$ cat src/design/isoch_desc_defs.svh
// Offsets, field positions, limits and reset values of the descriptor decoder
`ifndef ISOCH_DESC_DEFS_SVH
`define ISOCH_DESC_DEFS_SVH

`define ADDR_W           8
`define OFF_DESC0        8'h00
`define OFF_DESC1        8'h04
`define OFF_DESC2        8'h08
`define OFF_DESC3        8'h0C
`define OFF_CTRL         8'h10
`define OFF_STATUS       8'h14
`define OFF_FIELDS       8'h18

`define RESP_OKAY        2'h0
`define RESP_SLVERR      2'h2

`define LEN_MSB          16
`define LEN_LSB          0
`define SIZE_MSB         21
`define SIZE_LSB         17
`define INTR_MSB         31
`define INTR_LSB         22
`define INLINE_BIT       6
`define LBPC_MSB         19
`define LBPC_LSB         16

`define XFER_LEN_MAX     17'h10000
`define INLINE_LEN_MAX   17'h00008
`define LEN_ZERO         17'h00000

`define CTRL_EXT_BIT     0
`define CTRL_DECODE_BIT  1
`define CTRL_DIR_IN_BIT  2
`define CTRL_ICNT_MSB    14
`define CTRL_ICNT_LSB    4
`define CTRL_BSEL_MSB    20
`define CTRL_BSEL_LSB    16
`define CTRL_MBS_MSB     28
`define CTRL_MBS_LSB     24
`define CTRL_RESET       32'h0100_0010

`define STATUS_PAD_W     21
`define STATUS_PAD       21'h000000

`endif

$ cat src/design/isoch_desc_pkg.sv
// Types shared by the descriptor decoder
package isoch_desc_pkg;

  typedef struct packed {
    logic                    aw_got;
    logic [7:0]              aw_addr;
    logic                    w_got;
    logic [31:0]             w_data;
    logic [3:0]              w_strb;
    logic                    aw_ready;
    logic                    w_ready;
    logic                    b_valid;
    logic [1:0]              b_resp;
    logic                    ar_ready;
    logic                    r_valid;
    logic [1:0]              r_resp;
    logic [31:0]             r_data;
    logic [3:0][31:0]        desc;
    logic [31:0]             ctrl;
    logic [63:0]             pointer;
    logic                    pointer_is_data;
    logic [16:0]             send_bytes;
    logic [16:0]             expect_bytes;
    logic [4:0]              remaining;
    logic [4:0]              bursts;
    logic [3:0]              last_pkts;
    logic [9:0]              intr;
    logic                    len_err;
    logic                    intr_err;
    logic                    decoded;
    logic                    decode_valid;
  } decoder_state_t;

endpackage

$ cat src/design/burst_packet_planner.sv
// Packet count of one selected burst of an isochronous descriptor
`include "isoch_desc_defs.svh"

module burst_packet_planner
  import isoch_desc_pkg::*;
#(
  parameter int COUNT_W = 5
)
(
  input  wire logic [COUNT_W-1:0] burst_index,
  input  wire logic [COUNT_W-1:0] burst_count_minus_one,
  input  wire logic [COUNT_W-1:0] max_burst_size,
  input  wire logic [3:0]         last_burst_packet_count,
  output logic      [COUNT_W-1:0] burst_packets,
  output logic                    burst_is_last,
  output logic                    burst_in_range
);

  always_comb
  begin
    burst_in_range = (burst_index <= burst_count_minus_one);
    burst_is_last  = (burst_index == burst_count_minus_one);
    // RQ9 last burst differs
    if (!burst_in_range)
    begin
      burst_packets = '0;
    end
    else if (burst_is_last)
    begin
      burst_packets = COUNT_W'({1'b0, last_burst_packet_count} + 5'h01);
    end
    else
    begin
      burst_packets = max_burst_size;
    end
  end

endmodule

$ cat src/design/isoch_descriptor_field_decoder.sv
// AXI4-Lite reachable decoder of the first isochronous descriptor doublewords
//
// Behaviour
// RQ1 - Join doublewords zero and one into 64 bits
// RQ2 - Inline flag picks address or literal data
// RQ3 - Any byte alignment of buffer address accepted
// RQ4 - Outbound: length field is bytes sent
// RQ5 - Inbound: length field is bytes expected
// RQ6 - Software keeps length within zero to 64K
// RQ7 - Extended off: field is remaining size hint
// RQ8 - Extended on: field is bursts minus one
// RQ9 - Full bursts max size; last uses count+1
// RQ10 - Bits 31:22 select the event interrupter
// RQ11 - Software keeps interrupter below implemented count
// RQ12 - Inline payload length at most eight bytes
// RQ13 - Present fields in parallel, flag range faults
`include "isoch_desc_defs.svh"

module isoch_descriptor_field_decoder
  import isoch_desc_pkg::*;
(
  input  wire logic                aclk,
  input  wire logic                aresetn,
  input  wire logic                clk_en,
  input  wire logic [`ADDR_W-1:0]  awaddr,
  input  wire logic                awvalid,
  output logic                     awready,
  input  wire logic [31:0]         wdata,
  input  wire logic [3:0]          wstrb,
  input  wire logic                wvalid,
  output logic                     wready,
  output logic [1:0]               bresp,
  output logic                     bvalid,
  input  wire logic                bready,
  input  wire logic [`ADDR_W-1:0]  araddr,
  input  wire logic                arvalid,
  output logic                     arready,
  output logic [31:0]              rdata,
  output logic [1:0]               rresp,
  output logic                     rvalid,
  input  wire logic                rready,
  output logic [63:0]              buffer_pointer,
  output logic                     inline_payload_flag,
  output logic [16:0]              send_byte_count,
  output logic [16:0]              expect_byte_count,
  output logic [4:0]               remaining_size_hint,
  output logic [4:0]               burst_count_minus_one,
  output logic [3:0]               last_burst_packet_count,
  output logic [9:0]               interrupter_index,
  output logic                     length_error,
  output logic                     interrupter_error,
  output logic                     decode_valid
);

  decoder_state_t s;
  decoder_state_t next_s;
  logic [4:0]     plan_packets;
  logic           plan_last;
  logic           plan_in_range;
  logic [31:0]    merged;
  logic [16:0]    len;
  logic [10:0]    icnt;

  function automatic logic [31:0] apply_strobe(input logic [31:0] old_word,
                                                input logic [31:0] new_word,
                                                input logic [3:0]  strb);
    logic [31:0] res;
    res = old_word;
    for (int i = 0; i < 4; i++)
    begin
      if (strb[i])
      begin
        res[i*8 +: 8] = new_word[i*8 +: 8];
      end
    end
    return res;
  endfunction

  // RQ12 inline length limit
  function automatic logic length_out_of_range(input logic [16:0] length,
                                               input logic        inline_data);
    return inline_data ? (length > `INLINE_LEN_MAX) : (length > `XFER_LEN_MAX);
  endfunction

  burst_packet_planner #(
    .COUNT_W (5)
  ) planner (
    .burst_index             (s.ctrl[`CTRL_BSEL_MSB:`CTRL_BSEL_LSB]),
    .burst_count_minus_one   (s.bursts),
    .max_burst_size          (s.ctrl[`CTRL_MBS_MSB:`CTRL_MBS_LSB]),
    .last_burst_packet_count (s.last_pkts),
    .burst_packets           (plan_packets),
    .burst_is_last           (plan_last),
    .burst_in_range          (plan_in_range)
  );

  always_comb
  begin
    next_s = s;
    merged = '0;
    next_s.decode_valid = 1'b0;

    // Address and data may arrive in either order
    if (awvalid && s.aw_ready)
    begin
      next_s.aw_got  = 1'b1;
      next_s.aw_addr = awaddr;
    end
    if (wvalid && s.w_ready)
    begin
      next_s.w_got  = 1'b1;
      next_s.w_data = wdata;
      next_s.w_strb = wstrb;
    end
    if (bready && s.b_valid)
    begin
      next_s.b_valid = 1'b0;
    end

    if (s.aw_got && s.w_got && !s.b_valid)
    begin
      next_s.aw_got  = 1'b0;
      next_s.w_got   = 1'b0;
      next_s.b_valid = 1'b1;
      next_s.b_resp  = `RESP_OKAY;
      case (s.aw_addr)
        `OFF_DESC0: next_s.desc[0] = apply_strobe(s.desc[0], s.w_data, s.w_strb);
        `OFF_DESC1: next_s.desc[1] = apply_strobe(s.desc[1], s.w_data, s.w_strb);
        `OFF_DESC2: next_s.desc[2] = apply_strobe(s.desc[2], s.w_data, s.w_strb);
        `OFF_DESC3: next_s.desc[3] = apply_strobe(s.desc[3], s.w_data, s.w_strb);
        `OFF_CTRL:
        begin
          merged = apply_strobe(s.ctrl, s.w_data, s.w_strb);
          next_s.ctrl = merged;
          // Decode request is a strobe, never stored
          next_s.ctrl[`CTRL_DECODE_BIT] = 1'b0;
        end
        default: next_s.b_resp = `RESP_SLVERR;
      endcase
    end
    next_s.aw_ready = !next_s.aw_got && !next_s.b_valid;
    next_s.w_ready  = !next_s.w_got && !next_s.b_valid;

    // RQ13 capture all fields together
    len  = s.desc[2][`LEN_MSB:`LEN_LSB];
    icnt = next_s.ctrl[`CTRL_ICNT_MSB:`CTRL_ICNT_LSB];
    if (merged[`CTRL_DECODE_BIT])
    begin
      next_s.decoded      = 1'b1;
      next_s.decode_valid = 1'b1;
      // RQ1 pointer from two doublewords
      next_s.pointer = {s.desc[1], s.desc[0]};
      // RQ2 inline flag qualifies pointer
      next_s.pointer_is_data = s.desc[3][`INLINE_BIT];
      // RQ3 no alignment check
      // RQ4 outbound byte count
      next_s.send_bytes   = next_s.ctrl[`CTRL_DIR_IN_BIT] ? `LEN_ZERO : len;
      // RQ5 inbound expected count
      next_s.expect_bytes = next_s.ctrl[`CTRL_DIR_IN_BIT] ? len : `LEN_ZERO;
      if (next_s.ctrl[`CTRL_EXT_BIT])
      begin
        // RQ8 burst count view
        next_s.bursts    = s.desc[2][`SIZE_MSB:`SIZE_LSB];
        next_s.remaining = '0;
      end
      else
      begin
        // RQ7 remaining size view
        next_s.remaining = s.desc[2][`SIZE_MSB:`SIZE_LSB];
        next_s.bursts    = '0;
      end
      // RQ9 last burst packet field
      next_s.last_pkts = s.desc[3][`LBPC_MSB:`LBPC_LSB];
      // RQ10 interrupter index extract
      next_s.intr = s.desc[2][`INTR_MSB:`INTR_LSB];
      // RQ6 length range flagged
      next_s.len_err = length_out_of_range(len, s.desc[3][`INLINE_BIT]);
      // RQ11 interrupter range flagged
      next_s.intr_err = ({1'b0, s.desc[2][`INTR_MSB:`INTR_LSB]} >= icnt);
    end

    // Read channel, one outstanding read
    if (arvalid && s.ar_ready)
    begin
      next_s.r_valid = 1'b1;
      next_s.r_resp  = `RESP_OKAY;
      case (araddr)
        `OFF_DESC0:  next_s.r_data = s.desc[0];
        `OFF_DESC1:  next_s.r_data = s.desc[1];
        `OFF_DESC2:  next_s.r_data = s.desc[2];
        `OFF_DESC3:  next_s.r_data = s.desc[3];
        `OFF_CTRL:   next_s.r_data = s.ctrl;
        `OFF_STATUS: next_s.r_data = {`STATUS_PAD, plan_in_range, plan_last, plan_packets,
                                      s.pointer_is_data, s.intr_err, s.len_err, s.decoded};
        // One of each pair is zero, so OR shows the live view
        `OFF_FIELDS: next_s.r_data = {s.intr, s.bursts | s.remaining,
                                      s.send_bytes | s.expect_bytes};
        default:
        begin
          next_s.r_data = '0;
          next_s.r_resp = `RESP_SLVERR;
        end
      endcase
    end
    else if (rready && s.r_valid)
    begin
      next_s.r_valid = 1'b0;
    end
    next_s.ar_ready = !next_s.r_valid;
  end

  always_ff @(posedge aclk)
  begin
    if (!aresetn)
    begin
      s      <= '0;
      s.ctrl <= `CTRL_RESET;
    end
    else if (clk_en)
    begin
      s <= next_s;
    end
  end

  assign awready                 = s.aw_ready;
  assign wready                  = s.w_ready;
  assign bvalid                  = s.b_valid;
  assign bresp                   = s.b_resp;
  assign arready                 = s.ar_ready;
  assign rvalid                  = s.r_valid;
  assign rresp                   = s.r_resp;
  assign rdata                   = s.r_data;
  assign buffer_pointer          = s.pointer;
  assign inline_payload_flag     = s.pointer_is_data;
  assign send_byte_count         = s.send_bytes;
  assign expect_byte_count       = s.expect_bytes;
  assign remaining_size_hint     = s.remaining;
  assign burst_count_minus_one   = s.bursts;
  assign last_burst_packet_count = s.last_pkts;
  assign interrupter_index       = s.intr;
  assign length_error            = s.len_err;
  assign interrupter_error       = s.intr_err;
  assign decode_valid            = s.decode_valid;

endmodule

$ cat config.mk
export PLATFORM = sky130hd
export DESIGN_NAME = isoch_descriptor_field_decoder
export DESIGN_NICKNAME = d
export VERILOG_FILES = /design/src/design/isoch_desc_pkg.sv /design/src/design/burst_packet_planner.sv /design/src/design/isoch_descriptor_field_decoder.sv
export VERILOG_INCLUDE_DIRS = /design/src /design/src/design
export SDC_FILE = /design/constraint.sdc
export NUM_CORES = 1
export LEC_CHECK = 0
export BUFFER_PORTS_ARGS = -buffer_cell sky130_fd_sc_hd__buf_2
export CELL_PAD_IN_SITES_DETAIL_PLACEMENT = 1
export CELL_PAD_IN_SITES_GLOBAL_PLACEMENT = 2
export CORE_ASPECT_RATIO = 1.1
export CORE_MARGIN = 2
export CORE_UTILIZATION = 25
export CTS_CLUSTER_SIZE = 12
export DETAILED_ROUTE_END_ITERATION = 12
export GPL_TIMING_DRIVEN = 0
export HOLD_SLACK_MARGIN = 0.02
export MAX_ROUTING_LAYER = met4
export PLACE_DENSITY_LB_ADDON = 0.2
export SETUP_SLACK_MARGIN = 0.05
export SLEW_MARGIN = 20
export SYNTH_ARGS = -nofsm -noshare
export SYNTH_HDL_FRONTEND = slang
export SYNTH_SLANG_ARGS = --single-unit
$ cat constraint.sdc
create_clock -name aclk -period 5.65 [get_ports aclk]
set_input_delay 0 -clock aclk [delete_from_list [all_inputs] [get_ports aclk]]
set_output_delay 0 -clock aclk [all_outputs]
set_load 0.005 [all_outputs]
==> results of run 1 <==
## report_power, final
| group | internal (mW) | switching, mW | total, mW |
|---|---|---|---|
| logic | 0.0961 | 0.183 | 0.279 |
| registers | 2.63 | 0.0221 | 2.65 |
| clock network | 1.72 | 1.17 | 2.89 |
## worst paths after layout
kind         slack (ns)           endpoint      start  cells after the start
min                0.06           rdata[6]  araddr[4]                      4
max                2.20  interrupter_error     s[372]                     11
min reg2reg        0.45          rdata[13]  rdata[13]                      2
max reg2reg        2.20  interrupter_error     s[372]                     11
## placed cells by master, fill, tap and decap left out, types with 45 or more instances in the layout
cell,synthesis,final
buf_2,15,239
nand2_1,565,565
a21boi_0,130,130
a21oi_1,146,146
clkbuf_1,95,104
mux2i_1,84,84
clkbuf_16,0,45
dlygate4sd3_1,0,52
nor2_1,47,47
dfxtp_1,371,371
nand3_1,52,52
nor2b_1,58,58
buf_4,158,161
## worst max-delay path: stages (launching register included)
cell	delay, ns
dfxtp_1	0.30
or4_1	0.50
buf_2	0.19
nor3_1	0.40
nand3_1	0.29
mux2_2	0.38
ha_1	0.26
nand2b_1	0.14
a211oi_1	0.23
o21ai_0	0.17
a41oi_1	0.33
o41ai_2	0.12
## state kept, by name, summed over array words and instances, names as in the netlist, 4 cells and up, named ones only
signal	cells
interrupter_index	10
send_byte_count	17
burst_count_minus_one	5
last_burst_packet_count	4
expect_byte_count	17
s	188
buffer_pointer	64
len	17
rdata	32
remaining_size_hint	5
## layout make-up
class	instances	area, um2	share of cell area (%)
antenna	1	2.50	0.0117
buffer	288	1750	8.14
clock buffer	63	1260	5.89
clock inverter	8	146	0.682
inverter	13	48.8	0.227
multi-input combinational	1379	8010	37.3
sequential	371	7430	34.6
tap	918	1150	5.35
timing repair buffer	280	1680	7.80
## cell families (layout without fill, tap and decap cells)
group           count (synthesis)  in the layout
mux                           114            114
flops                         371            371
buf+inv                       301            652
simple gates                  820            820
other cells                     1              3
fa+ha+maj                      16             16
xor+xnor                        2              2
compound gates                425            425
## per-stage QoR
stage          cell area [um2]  power [mW]  std cells  utilization, %
2_1_floorplan            17200        2.81       2051               -
3_3_place_gp             19400        2.95       3191            28.7
3_5_place_dp             19500        2.96       3197            28.8
4_1_cts                  21500        5.87       3320            31.6
5_1_grt                  21500        5.98       3321            31.7
6_report                 21500        5.82       3321            31.7
## layer usage
layer / track usage (%) / vias up / share of wire [%]
li1: - / 7458 / -
met1: 32.4 / 8084 / 46
met5: - / - / 0
met4: 7.45 / 0 / 3.1
met2: 38.5 / 464 / 46
met3: 2.86 / 118 / 4.7
==> impl_metrics.tcl, run 1 <==
set metrics [dict create \
    grt_pass1_vias 16400 \
    synth.most_common_cell "nand2_1" \
    via_per_inst 4.86 \
    fin_crit_sh_pct 61.0 \
    cts_max_level 2 \
    initial_core_util_pct 25.3 \
    portBuffers 222 \
    grt_pass1_wl_um 120000 \
    worstHoldPathType "primary input to flop" \
    hold_viol_final 0 \
    ios 227 \
    ys_async_sr_fraction_pct 0 \
    die_y_um 279 \
    cts_setup_buffers 0 \
    p_leak_nw 8.57 \
    synth_flop_cell "dfxtp_1" \
    place_congestion 0.917 \
    cts_tree "done" \
    rsz0062_at_grt "false" \
    fin_ws_ns 2.20 \
    hold_ws_ns 0.0626 \
    hpwl_um 65700 \
    nNetsFinal 2453 \
    ant_nets 0 \
    start_kind "flop" \
    grt_max_degree 13 \
    clock_path_buffers 3 \
    outcome "complete, no violations" \
    clkTransAtPathRegs_ns 0.06 \
    yosysUniqueCellTypes 66 \
    drt_iter0_markers 1072 \
    pre_cts_ws_ns 2.10 \
    cts_hold_buffers 52 \
    die_x_um 254 \
    synth-xor-area-share_pct 0.102 \
    fin_skew_ns 0.0131 \
    finalWirelength_um 84900 \
    yosys_warnings 0 \
    synthTopCellsByArea "dfxtp_1 43%, nand2_1 12%, buf_4 6.9%" \
    synthCells 2050 \
    remaining_drc_errors 0 \
    synth-adder-area-share_pct 1.17 \
    criticalPathCategory "flop to flop" \
    maxSlewHeadroom_pct 22.8 \
    syn_area_per_cell_um2 8.38 \
    grt_overflow 0 \
    yosys.area.top_type_share_pct 43.2 \
    crit_required_ns 6.09 \
    yosys-top-cells-count "565 x nand2_1, 371 x dfxtp_1, 158 x buf_4" \
    syn-cell-area_mm2 0.0172 \
    setup-tns-final_ns 0 \
    numCtsBuffers 44 \
    wire_per_inst_um 25.6 \
    seq_area_frac_synth_pct 43.2 \
    maxSlewViolCount 0 \
    synth.area.mux_share_pct 7.52 \
    cts_resized 0 \
    synth-compound-area-share_pct 16.3 \
    synthSimpleGateAreaFrac_pct 21.2 \
    fillCellCount 8107 \
    worstSetupEndpointType "flop" \
    vias 16100 \
    worst_pin_slew_ns 1.16 \
    cap_violations 0 \
    dr.pass1.iters 6 \
    path_max_fanout 6 \
    layout-drive-gt1-share_pct 21.9 \
    yosys.area.top_type "dfxtp_1" \
    setup_violations 0 \
    clock.fmax_mhz 290 \
    antenna_found_initial 1 \
    arrival_ns 3.88 \
    synth-seq-cells 371 \
    core_mm2 0.0678 \
    grt_usage_pct 24.3 \
    finalCriticalPeriod_ns 3.45 \
    p_per_area_mw_per_mm2 271 \
    rows 100 \
    synth_top_family_by_area "simple AND/OR/NAND/NOR gates" \
    die_area_mm2 0.0708 \
    peakVddDrop_mv 0.189 \
    clkLatencyLatePin_ns 0.57 \
    synth-edff-count 0 \
    cts_root_buf "clkbuf_16" \
    clkSinkCount 371 \
    area_delta_synth_final_pct 25.0 \
]
Power figures use the tool's default switching activity.
==> run 2: changes to the inputs <==
Settings changed: ABC_AREA from default to 1.
Clock period 5.65 ns to 3.3 ns, I/O delays scaled along.
==> run 2 against run 1 <==
Against the previous run:
- count of clock-buffer cells in the layout grew 8
- die area shrank 2.6%
- synthesized cell count grew 13%
- clock skew grew 0.0051 ns
- via count grew 1.5%
- first-iteration DRC count shrank 20%
- non-clock buffer count shrank 18
- combinational power grew 73%
- setup slack lost 1.7 ns
- critical endpoint unchanged
==> impl_metrics.tcl, run 2 <==
set metrics [dict create \
    outcome "complete, no violations" \
    setup-tns-final_ns 0 \
    worstSetupEndpointType "flop" \
    cts_tree "done" \
    dr.pass1.iters 5 \
    synth-seq-cells 371 \
    yosys.area.top_type "dfxtp_1" \
    hold_viol_final 0 \
    seq_area_frac_synth_pct 44.4 \
    ant_nets 0 \
    wire_per_inst_um 22.4 \
    largest-register "s" \
    rows 99 \
    ys_async_sr_fraction_pct 0 \
    die_x_um 251 \
    dp.cells 3407 \
    grt_use_met1_pct 29.1 \
    crit_required_ns 3.75 \
    synthCells 2326 \
    crit_family "simple AND/OR/NAND/NOR gates" \
    setup_violations 0 \
    synth.most_common_cell "nand2_1" \
    cts_setup_buffers 0 \
    syn_area_per_cell_um2 7.19 \
    syn-cell-area_mm2 0.0167 \
    area_delta_synth_final_pct 25.1 \
    pre_cts_ws_ns 0.514 \
    yosys_warnings 0 \
    worst_pin_slew_ns 1.14 \
    cts_root_buf "clkbuf_16" \
    yosysUniqueCellTypes 37 \
    vias 16400 \
    criticalPathCategory "flop to flop" \
    drt_iter0_markers 858 \
    fin_crit_sh_pct 84.5 \
    via_per_inst 4.62 \
    ios 227 \
    stdcell_count 3540 \
    core_mm2 0.0663 \
    layout-drive-gt1-share_pct 19.8 \
    cp_slowest_cell "a21oi_1" \
    largest_reg_flops 188 \
    fin_ws_ns 0.511 \
    crit_chain "inv_1, nor2_1, nand2_1, nor2_4, nand3_2, buf_2, a21oi_1, ha_1, a21o_1, o21ai_0, nand2_1, nand2_1, nand2_1, nand3_1, a21oi_1" \
    synthTopCellsByArea "dfxtp_1 44%, nand2_1 9.6%, a21oi_1 9.0%" \
    clkTransAtPathRegs_ns 0.06 \
    grt_pass1_wl_um 114000 \
    finalCriticalPeriod_ns 2.79 \
    numCtsBuffers 45 \
    hold_ws_ns 0.0557 \
    die_y_um 275 \
    nNetsFinal 2725 \
    path_max_fanout 10 \
    clock.fmax_mhz 359 \
    layout_common_cells "428 x nand2_1, 371 x dfxtp_1, 341 x nor2_1, 301 x a21oi_1, 288 x o21ai_0" \
    synth-edff-count 0 \
    mostFrequentLayoutCell "nand2_1" \
    start_kind "flop" \
    place_congestion 0.870 \
    peakVddDrop_mv 0.310 \
    antenna_found_initial 3 \
    die_area_mm2 0.0690 \
    cp_common_cell "nand2_1" \
    grt_pass1_vias 16800 \
    cts_max_level 2 \
    hpwl_um 61800 \
    clkLatencyLatePin_ns 0.59 \
    worstHoldPathType "primary input to flop" \
    yosys.area.top_type_share_pct 44.4 \
    grt_overflow 0 \
    p_per_area_mw_per_mm2 483 \
    clkSinkCount 371 \
    groute.layer.met2.usage_pct 40.7 \
    max_stage_delay_ns 0.43 \
    cap_violations 0 \
    fin_skew_ns 0.0182 \
    fillCellCount 8127 \
    rsz0062_at_grt "false" \
    top_usage_layer "met2" \
    finalWirelength_um 79300 \
    grt_util_met3_pct 2.51 \
    p_leak_nw 9.34 \
    grt_usage_pct 23.4 \
    yosys-top-cells-count "428 x nand2_1, 371 x dfxtp_1, 341 x nor2_1" \
    stdcell_area_mm2 0.0209 \
    path_buf_inv 2 \
    initial_core_util_pct 25.2 \
    grt_max_degree 13 \
    remaining_drc_errors 0 \
    clock_path_buffers 3 \
    arrival_ns 3.24 \
    maxSlewHeadroom_pct 23.7 \
    portBuffers 222 \
    synth_flop_cell "dfxtp_1" \
    place_area_mm2 0.0189 \
    maxSlewViolCount 0 \
]
## run 2: cell count changes after synthesis, moves of 58 or more
cell / delta
nor2_1: +294
o21ai_0: +250
inv_1: +157
a21oi_1: +155
nand2_1: -137
a21boi_0: -130
mux2i_1: -84
nor2b_1: -58
## run 2: timing repair
item / in CTS / in global routing
hold buffers: 53 / 0
hold endpoints to repair: 52 / 0
gates resized for setup: 0 / 0
setup endpoints to repair: 0 / 0
## run 2: worst register-to-register path: stages (launching register included)
cell and delay, ns:
dfxtp_1 0.33, inv_1 0.05, nor2_1 0.08, nand2_1 0.14
nor2_4 0.17, nand3_2 0.17, buf_2 0.23, a21oi_1 0.43
ha_1 0.34, a21o_1 0.18, o21ai_0 0.16, nand2_1 0.07
nand2_1 0.06, nand2_1 0.05, nand3_1 0.12, a21oi_1 0.07
## run 2: logic make-up after synthesis
family                     share of synthesized area, %
AOI/OAI and AO/OA                                  18.5
xor gates and xnor gates                          0.105
adders and majority gates                          1.20
buffers and inverters                              14.6
DFF                                                44.4
other                                            0.0224
and+or+nand+nor                                    21.3
## run 2: worst paths after layout
path                                 from  slack (ns)                 to  depth (start not counted)
worst max register to register     s[364]        0.51  interrupter_error                         15
worst min register to register     s[267]        0.45             s[267]                          2
worst min-delay path            araddr[0]        0.06           rresp[1]                          7
worst max-delay path               s[364]        0.51  interrupter_error                         15
## run 2: per-layer routing
layer	vias to the layer above	wire length (um)	share of wire [%]
met1	8008	36000	45
met4	0	1570	2.0
li1	7985	-	-
met5	-	0	0
met3	72	2570	3.2
met2	303	39200	49
## run 2: cell type report
class | instances | area (um2) | area share, %
well taps | 858 | 1070 | 5.13
repair buffers | 275 | 1640 | 7.84
diodes | 3 | 7.51 | 0.0359
plain buffers | 275 | 1780 | 8.48
multi-input cells | 1505 | 6870 | 32.8
clock inverters | 6 | 91.3 | 0.436
inverters | 176 | 663 | 3.17
clock buffers | 71 | 1380 | 6.57
flip-flops and latches | 371 | 7430 | 35.5
## run 2: through the flow
step	util (%)	power (mW)
detailed placement	28.6	5.09
finish	31.6	10.1
CTS	31.6	10.2
global route	31.6	10.4
global placement	28.6	5.08
floorplan	-	4.85
## run 2: power breakdown
group / switching [mW] / internal, mW / total (mW)
Combinational: 0.335 / 0.149 / 0.484
Sequential: 0.0434 / 4.51 / 4.56
Clock: 2.08 / 2.99 / 5.07
Total: 2.46 / 7.66 / 10.1
